==> src/verilog/urx_pkg.sv <==
package urx_pkg;
	// Register byte offsets
	localparam logic [7:0] URX_CTRL_OFF = 8'h00;
	localparam logic [7:0] URX_BAUD_OFF = 8'h04;
	localparam logic [7:0] URX_STAT_OFF = 8'h08;
	localparam logic [7:0] URX_DATA_OFF = 8'h0C;
	// Control register field positions
	localparam int URX_C_RECEIVER_ENABLE = 0;
	localparam int URX_C_NINE = 1;
	localparam int URX_C_TWOSTOP = 2;
	localparam int URX_C_PAREN = 3;
	localparam int URX_C_PARODD = 4;
	localparam int URX_C_ADDR = 5;
	localparam int URX_C_RIE = 6;
	localparam int URX_C_WAKE = 7;
	localparam int URX_C_TEIE = 8;
	localparam int URX_C_TIIE = 9;
	localparam int URX_CTRL_W = 10;
	// Status register field positions
	localparam int URX_S_AVAIL = 0;
	localparam int URX_S_OVR = 1;
	localparam int URX_S_NOISE = 2;
	localparam int URX_S_FRAMING_ERROR_FLAG = 3;
	localparam int URX_S_PARITY_ERROR_FLAG = 4;
	localparam int URX_S_IDLE = 5;
	localparam int URX_S_NINTH = 6;
	// Reset values
	localparam logic [URX_CTRL_W-1:0] URX_CTRL_RST = 10'h000;
	localparam logic [15:0] URX_BAUD_RST = 16'h0000;
	// Oversampling: sixteen ticks a bit, votes at ticks 7, 8 and 9
	localparam logic [3:0] URX_VOTE_A = 4'h7;
	localparam logic [3:0] URX_VOTE_B = 4'h8;
	localparam logic [3:0] URX_VOTE_C = 4'h9;
	localparam logic [3:0] URX_BIT_END = 4'hF;
	localparam logic [1:0] URX_FIFO_DEPTH = 2'h2;
	typedef enum logic [2:0] {URX_SEARCH, URX_START, URX_DATA, URX_STOP1, URX_STOP2, URX_BRKWAIT} urx_state_t;
endpackage

==> src/verilog/urx_receiver.sv <==
// Decided for this implementation: the address map and the APB slave port.
`timescale 1ns/100ps
// Contract
// - Serial bits enter an internal shift register, least significant bit first.
// - Received buffer is a two-entry FIFO; a third word may be shifting meanwhile.
// - Word completing with FIFO full sets overrun, keeps FIFO, may interrupt.
// - Overrun clears only after status access then buffer read.
// - Data-available set while unread word held; cleared by status-then-buffer read.
// - Word moved into buffer with receive interrupt enable requests interrupt.
// - Break ends after programmed bits: framing error, zeros stored, idle set.
// - After break, wait for high line before searching for start bit.
// - Idle flag low from start detect until stop sampled, high otherwise.
// - Noise sets noise flag with data-available; word still transferred, no own interrupt.
// - Framing error when any expected stop bit samples low; buffered per word.
// - Parity error when enabled parity is wrong; buffered per word.
// - Interrupt merges transmit empty, transmit idle, receive, overrun, address, wake sources.
// - Interrupt request is a low-going pulse on each enabled condition.
// - Status flags read-only; writes ignored; only access sequences or events clear.
// - Address detect: receive interrupt only when highest received bit is one.
// - Receive-pin falling edge in idle-zero mode wakes, interrupts with both enables.
// - Bit level is a majority of three samples at sixteen times baud.
// - Nine-bit mode keeps the top bit in a separate ninth-bit status field.
module urx_receiver
	import urx_pkg::*;
(
	// APB slave
	input wire logic pclk,
	input wire logic presetn,
	input wire logic psel,
	input wire logic penable,
	input wire logic pwrite,
	input wire logic [7:0] paddr,
	input wire logic [31:0] pwdata,
	output logic [31:0] prdata,
	output logic pready,
	output logic pslverr,
	// Serial line and system state
	input wire logic rx_pin,
	input wire logic idle_zero_mode,
	input wire logic tx_empty_in,
	input wire logic tx_idle_in,
	// Interrupt request, active low pulse
	output logic uart_irq_n
);

	// Address decode shared by the error response and the write side effects
	function automatic logic is_mapped(input logic [7:0] a);
		is_mapped = (a == URX_CTRL_OFF) || (a == URX_BAUD_OFF) || (a == URX_STAT_OFF) || (a == URX_DATA_OFF);
	endfunction

	logic [URX_CTRL_W-1:0] control_register_two_r;
	logic [15:0] baud_divider_r, div_cnt_r;
	logic [31:0] prdata_r;
	logic pready_r, pslverr_r, uart_irq_n_r;
	logic rx_meta_r, rx_sync_r, rx_prev_r, tick_r;
	urx_state_t state_r;
	logic [3:0] os_cnt_r, bit_cnt_r;
	logic samp_a_r, samp_b_r;
	logic [8:0] rx_shift_register_r;
	logic frame_noise_r, frame_parity_error_flag_r, frame_framing_error_flag_r;
	logic [10:0] fifo_r [0:1];
	logic [1:0] fifo_cnt_r;
	logic overrun_flag_r, noise_flag_r, status_seen_r;
	logic push_r, ovr_event_r, addr_ok_r;
	logic tx_empty_prev_r, tx_idle_prev_r;

	logic acc_done, wr_done, rd_data, rd_stat;
	logic vote, vote_noise, vote_tick, end_tick, frame_done;
	logic [8:0] word_aligned;
	logic [3:0] bits_needed;
	logic pop, rx_idle_flag;
	logic [31:0] read_mux;

	assign prdata = prdata_r;
	assign pready = pready_r;
	assign pslverr = pslverr_r;
	assign uart_irq_n = uart_irq_n_r;

	// A transfer completes at the access edge that sees our registered ready
	assign acc_done = psel && penable && pready_r;
	assign wr_done = acc_done && pwrite && is_mapped(paddr);
	assign rd_data = acc_done && !pwrite && (paddr == URX_DATA_OFF);
	assign rd_stat = acc_done && !pwrite && (paddr == URX_STAT_OFF);
	// Pop needs the status access first, so stray data reads leave the word in place
	assign pop = rd_data && status_seen_r && (fifo_cnt_r != 2'h0);
	assign rx_idle_flag = (state_r == URX_SEARCH) || (state_r == URX_BRKWAIT);

	// APB handshake: one wait state so read data can come from a flip-flop
	always_ff @(posedge pclk or negedge presetn) begin
		if (!presetn) begin
			pready_r <= 1'b0;
			pslverr_r <= 1'b0;
			prdata_r <= 32'h00000000;
		end else if (psel && penable && !pready_r) begin
			pready_r <= 1'b1;
			pslverr_r <= !is_mapped(paddr);
			prdata_r <= pwrite ? 32'h00000000 : read_mux;
		end else begin
			pready_r <= 1'b0;
			pslverr_r <= 1'b0;
		end
	end

	// Read mux; status writes fall through untouched
	always_comb begin
		read_mux = 32'h00000000;
		case (paddr)
			URX_CTRL_OFF: read_mux[URX_CTRL_W-1:0] = control_register_two_r;
			URX_BAUD_OFF: read_mux[15:0] = baud_divider_r;
			URX_STAT_OFF: begin
				read_mux[URX_S_AVAIL] = (fifo_cnt_r != 2'h0);
				read_mux[URX_S_OVR] = overrun_flag_r;
				read_mux[URX_S_NOISE] = noise_flag_r;
				read_mux[URX_S_FRAMING_ERROR_FLAG] = fifo_r[0][9];
				read_mux[URX_S_PARITY_ERROR_FLAG] = fifo_r[0][10];
				read_mux[URX_S_IDLE] = rx_idle_flag;
				read_mux[URX_S_NINTH] = fifo_r[0][8];
			end
			URX_DATA_OFF: read_mux[7:0] = fifo_r[0][7:0];
			default: read_mux = 32'h00000000;
		endcase
	end

	// Writable configuration; the status word has no write path
	always_ff @(posedge pclk or negedge presetn) begin
		if (!presetn) begin
			control_register_two_r <= URX_CTRL_RST;
			baud_divider_r <= URX_BAUD_RST;
		end else if (wr_done && paddr == URX_CTRL_OFF) begin
			control_register_two_r <= pwdata[URX_CTRL_W-1:0];
		end else if (wr_done && paddr == URX_BAUD_OFF) begin
			baud_divider_r <= pwdata[15:0];
		end
	end

	// Pin synchroniser; the second stage feeds the receiver, the third only the wake edge
	always_ff @(posedge pclk or negedge presetn) begin
		if (!presetn) begin
			rx_meta_r <= 1'b1;
			rx_sync_r <= 1'b1;
			rx_prev_r <= 1'b1;
		end else begin
			rx_meta_r <= rx_pin;
			rx_sync_r <= rx_meta_r;
			rx_prev_r <= rx_sync_r;
		end
	end

	// Oversampling tick: divider+1 clocks per tick
	always_ff @(posedge pclk or negedge presetn) begin
		if (!presetn) begin
			div_cnt_r <= 16'h0000;
			tick_r <= 1'b0;
		end else if (div_cnt_r >= baud_divider_r) begin
			div_cnt_r <= 16'h0000;
			tick_r <= 1'b1;
		end else begin
			div_cnt_r <= div_cnt_r + 16'h0001;
			tick_r <= 1'b0;
		end
	end

	// Majority of three; disagreement flags noise
	assign vote = (samp_a_r & samp_b_r) | (samp_a_r & rx_sync_r) | (samp_b_r & rx_sync_r);
	assign vote_noise = !(samp_a_r == samp_b_r && samp_b_r == rx_sync_r);
	assign vote_tick = tick_r && (os_cnt_r == URX_VOTE_C);
	assign end_tick = tick_r && (os_cnt_r == URX_BIT_END);
	assign bits_needed = control_register_two_r[URX_C_NINE] ? 4'h9 : 4'h8;
	assign word_aligned = control_register_two_r[URX_C_NINE] ? rx_shift_register_r : {1'b0, rx_shift_register_r[8:1]};
	assign frame_done = vote_tick && ((state_r == URX_STOP1 && !control_register_two_r[URX_C_TWOSTOP])
		|| state_r == URX_STOP2);

	// Frame sequencer
	always_ff @(posedge pclk or negedge presetn) begin
		if (!presetn) begin
			state_r <= URX_SEARCH;
			os_cnt_r <= 4'h0;
			bit_cnt_r <= 4'h0;
			samp_a_r <= 1'b1;
			samp_b_r <= 1'b1;
			rx_shift_register_r <= 9'h000;
			frame_noise_r <= 1'b0;
			frame_parity_error_flag_r <= 1'b0;
			frame_framing_error_flag_r <= 1'b0;
		end else if (!control_register_two_r[URX_C_RECEIVER_ENABLE]) begin
			state_r <= URX_SEARCH;
			os_cnt_r <= 4'h0;
			bit_cnt_r <= 4'h0;
		end else begin
			if (tick_r && os_cnt_r == URX_VOTE_A)
				samp_a_r <= rx_sync_r;
			if (tick_r && os_cnt_r == URX_VOTE_B)
				samp_b_r <= rx_sync_r;
			if (tick_r)
				os_cnt_r <= os_cnt_r + 4'h1;
			case (state_r)
				URX_SEARCH: begin
					if (!rx_sync_r) begin
						state_r <= URX_START;
						os_cnt_r <= 4'h0;
						frame_noise_r <= 1'b0;
						frame_parity_error_flag_r <= control_register_two_r[URX_C_PARODD];
						frame_framing_error_flag_r <= 1'b0;
					end
				end
				URX_START: begin
					if (vote_tick && vote)
						state_r <= URX_SEARCH;
					else if (end_tick) begin
						state_r <= URX_DATA;
						bit_cnt_r <= 4'h0;
					end
					if (vote_tick && vote_noise)
						frame_noise_r <= 1'b1;
				end
				URX_DATA: begin
					if (vote_tick) begin
						rx_shift_register_r <= {vote, rx_shift_register_r[8:1]};
						frame_parity_error_flag_r <= frame_parity_error_flag_r ^ vote;
						bit_cnt_r <= bit_cnt_r + 4'h1;
						if (vote_noise)
							frame_noise_r <= 1'b1;
					end
					if (end_tick && bit_cnt_r == bits_needed)
						state_r <= URX_STOP1;
				end
				URX_STOP1, URX_STOP2: begin
					if (vote_tick) begin
						if (!vote)
							frame_framing_error_flag_r <= 1'b1;
						if (vote_noise)
							frame_noise_r <= 1'b1;
					end
					if (frame_done)
						state_r <= (!vote || frame_framing_error_flag_r) ? URX_BRKWAIT : URX_SEARCH;
					else if (end_tick)
						state_r <= URX_STOP2;
				end
				URX_BRKWAIT: begin
					if (rx_sync_r)
						state_r <= URX_SEARCH;
				end
				default: state_r <= URX_SEARCH;
			endcase
		end
	end

	// Stop sampled: push, or flag overrun when both entries are taken
	always_ff @(posedge pclk or negedge presetn) begin
		if (!presetn) begin
			fifo_r[0] <= 11'h000;
			fifo_r[1] <= 11'h000;
			fifo_cnt_r <= 2'h0;
			push_r <= 1'b0;
			ovr_event_r <= 1'b0;
			addr_ok_r <= 1'b0;
		end else begin
			push_r <= 1'b0;
			ovr_event_r <= 1'b0;
			if (frame_done && fifo_cnt_r == URX_FIFO_DEPTH && !pop) begin
				ovr_event_r <= 1'b1;
			end else if (frame_done) begin
				push_r <= 1'b1;
				addr_ok_r <= word_aligned[bits_needed[0] ? 8 : 7];
				if (pop && fifo_cnt_r == 2'h2) begin
					fifo_r[0] <= fifo_r[1];
					fifo_r[1] <= {control_register_two_r[URX_C_PAREN] && frame_parity_error_flag_r,
						frame_framing_error_flag_r || !vote, word_aligned};
				end else if (pop || fifo_cnt_r == 2'h0) begin
					fifo_r[0] <= {control_register_two_r[URX_C_PAREN] && frame_parity_error_flag_r, frame_framing_error_flag_r || !vote, word_aligned};
				end else begin
					fifo_r[1] <= {control_register_two_r[URX_C_PAREN] && frame_parity_error_flag_r, frame_framing_error_flag_r || !vote, word_aligned};
				end
				fifo_cnt_r <= pop ? fifo_cnt_r : fifo_cnt_r + 2'h1;
			end else if (pop) begin
				fifo_r[0] <= fifo_r[1];
				fifo_cnt_r <= fifo_cnt_r - 2'h1;
			end
		end
	end

	// Sticky flags and the status-then-data sequence; a set wins over a clear
	always_ff @(posedge pclk or negedge presetn) begin
		if (!presetn) begin
			overrun_flag_r <= 1'b0;
			noise_flag_r <= 1'b0;
			status_seen_r <= 1'b0;
		end else begin
			if (rd_stat)
				status_seen_r <= 1'b1;
			else if (rd_data)
				status_seen_r <= 1'b0;
			if (frame_done && fifo_cnt_r == URX_FIFO_DEPTH && !pop)
				overrun_flag_r <= 1'b1;
			else if (rd_data && status_seen_r)
				overrun_flag_r <= 1'b0;
			if (frame_done && (frame_noise_r || vote_noise))
				noise_flag_r <= 1'b1;
			else if (rd_data && status_seen_r)
				noise_flag_r <= 1'b0;
		end
	end

	// Interrupt merge; each source is an edge, so the output is a one-cycle low pulse
	always_ff @(posedge pclk or negedge presetn) begin
		if (!presetn) begin
			uart_irq_n_r <= 1'b1;
			tx_empty_prev_r <= 1'b0;
			tx_idle_prev_r <= 1'b0;
		end else begin
			tx_empty_prev_r <= tx_empty_in;
			tx_idle_prev_r <= tx_idle_in;
			uart_irq_n_r <= !(
				(control_register_two_r[URX_C_RIE] && push_r
					&& (!control_register_two_r[URX_C_ADDR] || addr_ok_r))
				|| (control_register_two_r[URX_C_RIE] && ovr_event_r)
				|| (control_register_two_r[URX_C_RIE] && control_register_two_r[URX_C_WAKE]
					&& idle_zero_mode && rx_prev_r && !rx_sync_r)
				|| (control_register_two_r[URX_C_TEIE] && tx_empty_in && !tx_empty_prev_r)
				|| (control_register_two_r[URX_C_TIIE] && tx_idle_in && !tx_idle_prev_r));
		end
	end
endmodule

==> config.mk <==
export PLATFORM = sky130hd
export DESIGN_NAME = urx_receiver
export DESIGN_NICKNAME = d
export VERILOG_FILES = /design/src/verilog/urx_pkg.sv /design/src/verilog/urx_receiver.sv
export SDC_FILE = /design/constraint.sdc
export NUM_CORES = 1
export LEC_CHECK = 0
export BUFFER_PORTS_ARGS = -buffer_cell sky130_fd_sc_hd__buf_2
export CAP_MARGIN = 0
export CORE_MARGIN = 8
export CORE_UTILIZATION = 35
export CTS_CLUSTER_SIZE = 14
export DETAILED_ROUTE_END_ITERATION = 12
export GPL_ROUTABILITY_DRIVEN = 0
export GPL_TIMING_DRIVEN = 1
export SLEW_MARGIN = 20
export SYNTH_ARGS = -nofsm -noshare
export SYNTH_HDL_FRONTEND = slang
export SYNTH_SLANG_ARGS = --single-unit
==> constraint.sdc <==
create_clock -name pclk -period 2.2 [get_ports pclk]
set_clock_uncertainty 0.2 [all_clocks]
set_input_delay 0.11 -clock pclk [delete_from_list [all_inputs] [get_ports pclk]]
set_output_delay 0.11 -clock pclk [all_outputs]
set_load 0.01 [all_outputs]
==> run_results.csv <==
group,metric,value,unit
global_routing,grt_start_max_net_pins,45,
critical_path,cp_data_required_time,2290,ps
critical_path,crit_path_end_kind,"register",
clock_network,cts_root_buffer,"clkbuf_16",
placed_design,placed_area,7320,um^2
synth,synth.yosys.seq_area_share,45.7,%
floorplan,die_area,23800,um^2
global_routing,grt_pass1_wl,26300,um
routing,wl_met1,7540,um
synth,ys_ff_latch,122,
power_and_ir_drop,p_leak,0.00399,uW
routing,drt-pass1-iter-count,6,
clock_network,cts_tree,"done",
sta,fin_crit,2160,ps
routing,antenna_left,0,
critical_path,crit_top_cell,"dlygate4sd3_1",
critical_path,cp_max_fo,2,
floorplan,num_rows,50,
job,cap_violations,0,
critical_path,r2r_slack,140,ps
sta,finalMaxSlewViolations,0,
synth,syn_inst,655,
sta,period_share,98.1,%
routing,highest_layer,"met4",
critical_path,cp_cell_sequence,"dlygate4sd3_1, buf_2, or4_1, nor3_1, dlygate4sd3_1, nor2_1",
synth,syn_area_per_cell,10.2,um^2
critical_path,arrival,2250,ps
critical_path,cp_slowest_stage_delay,610,ps
sta,final_hold_viol_count,0,
floorplan,core,18800,um^2
layout,fin_area,8360,um^2
clock_network,clock-sinks,122,
clock_network,path_clk_slew,60,ps
sta,tightest_slew,527,ps
layout,num_antenna_cells,0,
synth,async_flop_share,100,%
global_routing,antenna_found_initial,0,
routing,met3_length,756,um
critical_path,critical_path_class,"in2reg",
sta,setup_tns,0,ps
layout,layout-drive-gt1-share,22.6,%
routing,vias,5074,
critical_path,start_kind,"input pin",
synth,yosysMostFrequentCell,"dfrtp_1",
sta,max-slew-margin-rel,64.1,%
floorplan,die_h,154,um
synth,synthFlopType,"dfrtp_1",
synth,synth_top_area_cell,"dfrtp_1",
power_and_ir_drop,peakVddDrop,0.000591,V
routing,drtIter0Drc,224,
critical_path,r2r_cells,6,
layout,nNetsFinal,837,
routing,routed-wl-met2,7300,um
floorplan,start_util,35.7,%
run_status,status,"finished, final reports clean",
synth,synth_common_cells,"dfrtp_1 (116), nor2_1 (71), nand2_1 (65)",
synth,synth_edf_count,0,
synth,synth_area,6700,um^2
global_routing,grtUsageTotal,13.7,%
synth,synth_top_area_share,43.3,%
layout,syn_to_final_growth,24.7,%
clock_network,clockBufferDepth,2,
min_path,min_path_type,"in2async",
sta,rsz0062_at_grt,"no",
critical_path,slowest_stage,"dlygate4sd3_1",
floorplan,ios,84,
sta,setup_viol,0,
routing,drc,0,
power_and_ir_drop,power_density,680,nW/um^2
placed_design,hpwl,11200,um
global_routing,first_global_vias,5056,
routing,wirelength,15800,um
global_routing,overflow,0,
sta,max_freq,0.463,GHz
routing,vias_per_cell,5.01,
routing,wl_per_cell,15.6,um
critical_path,rr_startpoint,"os_cnt_r[1]",
clock_network,cts-htree-levels,4,
floorplan,dieWidth,154,um
clock_network,numCtsBuffers,17,
synth,synth_warnings,0,
critical_path,r2r-end,"push_r",
synth,synthTopCellsByArea,"dfrtp_1 (43%), ha_1 (4.3%), nor2_1 (4.0%)",
clock_network,clock_latency,410,ps
placed_design,port_buffers,51,
synth,synth_cell_type_count,71,
through the flow:
stage	hold slack [ps]	utilization, %	total power [uW]	setup slack (ps)	std cells
final	26.7	44.5	5680	42.4	1012
after global routing	40.7	44.5	5880	1.68	1012
after CTS	17.2	44.4	5750	16.4	1011
after detailed placement	-82.4	39.0	2500	44.7	946
after global placement	-79.2	39.0	2500	84.0	946
after floorplan	-386	-	2410	181	670
logic make-up after synthesis:
kind of cell	Yosys count	synth area share, %
AOI/OAI and AO/OA	142	14.0
xor gates and xnor gates	20	2.61
adders and majority gates	23	4.29
buffers and inverters	78	6.78
DFF	122	45.7
muxes	54	10.3
other	1	0.0559
and+or+nand+nor	215	16.4
layer usage:
metal / GRT usage, % / up-vias
met4: 4.25 / 0
met2: 21.7 / 98
li1: - / 2516
met1: 17.8 / 2444
met3: 3.71 / 16
met5: 0 / -
power breakdown:
group	leakage, uW	internal, uW	switching [uW]
registers	0.00161	2260	8.56
logic	0.00205	97.7	134
clock network	0.000320	2180	999
timing repair:
| item | 4_1_cts | 5_1_grt |
|---|---|---|
| endpoints found under the setup margin | 0 | 23 |
| hold buffers | 33 | 0 |
| buffers inserted | 0 | 1 |
| gates resized for setup | 0 | 4 |
| hold endpoints to repair | 156 | 0 |
worst max-delay path, delay by kind of cell:
family	cells	cell delay, ps
buf+inv	3	1280
simple gates	3	860
sequential cells by signal, summed over array words and instances, names as in the netlist, 2 cells and up:
name / count
baud_divider_r: 16
rx_shift_register_r: 9
div_cnt_r: 16
bit_cnt_r: 4
fifo_cnt_r: 2
state_r: 3
control_register_two_r: 10
os_cnt_r: 4
prdata: 16
fifo_r: 22
final cells by class:
| class | count | area [um^2] |
|---|---|---|
| multi-input cells | 470 | 3250 |
| clock buffers | 21 | 460 |
| flip-flops and latches | 122 | 3060 |
| fillers | 1806 | 10400 |
| repair buffers | 130 | 983 |
| well taps | 234 | 293 |
| clock inverters | 11 | 216 |
| inverters | 24 | 90.1 |
how the worst max path moves through the flow:
stage	startpoint	endpoint	slack [ps]	cells after the start
floorplan	div_cnt_r[13]	div_cnt_r[10]	180	7
global placement	div_cnt_r[13]	div_cnt_r[7]	80	5
detailed placement	baud_divider_r[15]	div_cnt_r[15]	40	6
CTS	paddr[5]	pslverr	20	6
global route	os_cnt_r[1]	push_r	2	6
finish	paddr[5]	pslverr	40	6
cells in the final DEF, fill, tap and decap left out, types with 9 or more instances in the layout:
| cell type | synthesis | layout |
|---|---|---|
| nor2_1 | 71 | 71 |
| dlygate4sd3_1 | 0 | 33 |
| a21oi_1 | 30 | 28 |
| o211ai_1 | 9 | 9 |
| buf_4 | 21 | 43 |
| o22ai_1 | 10 | 10 |
| nand3_1 | 14 | 14 |
| nand2_1 | 65 | 65 |
| ha_1 | 23 | 23 |
| a22o_1 | 13 | 13 |
| buf_2 | 12 | 50 |
| mux2_4 | 10 | 10 |
| conb_1 | 1 | 16 |
| clkbuf_16 | 0 | 17 |
| and3_1 | 11 | 11 |
| o21ai_0 | 33 | 33 |
| inv_1 | 24 | 24 |
| mux2i_1 | 20 | 20 |
| xor2_1 | 16 | 16 |
| dfrtp_1 | 116 | 116 |
| mux2_1 | 10 | 10 |
Power figures use the tool's default switching activity.
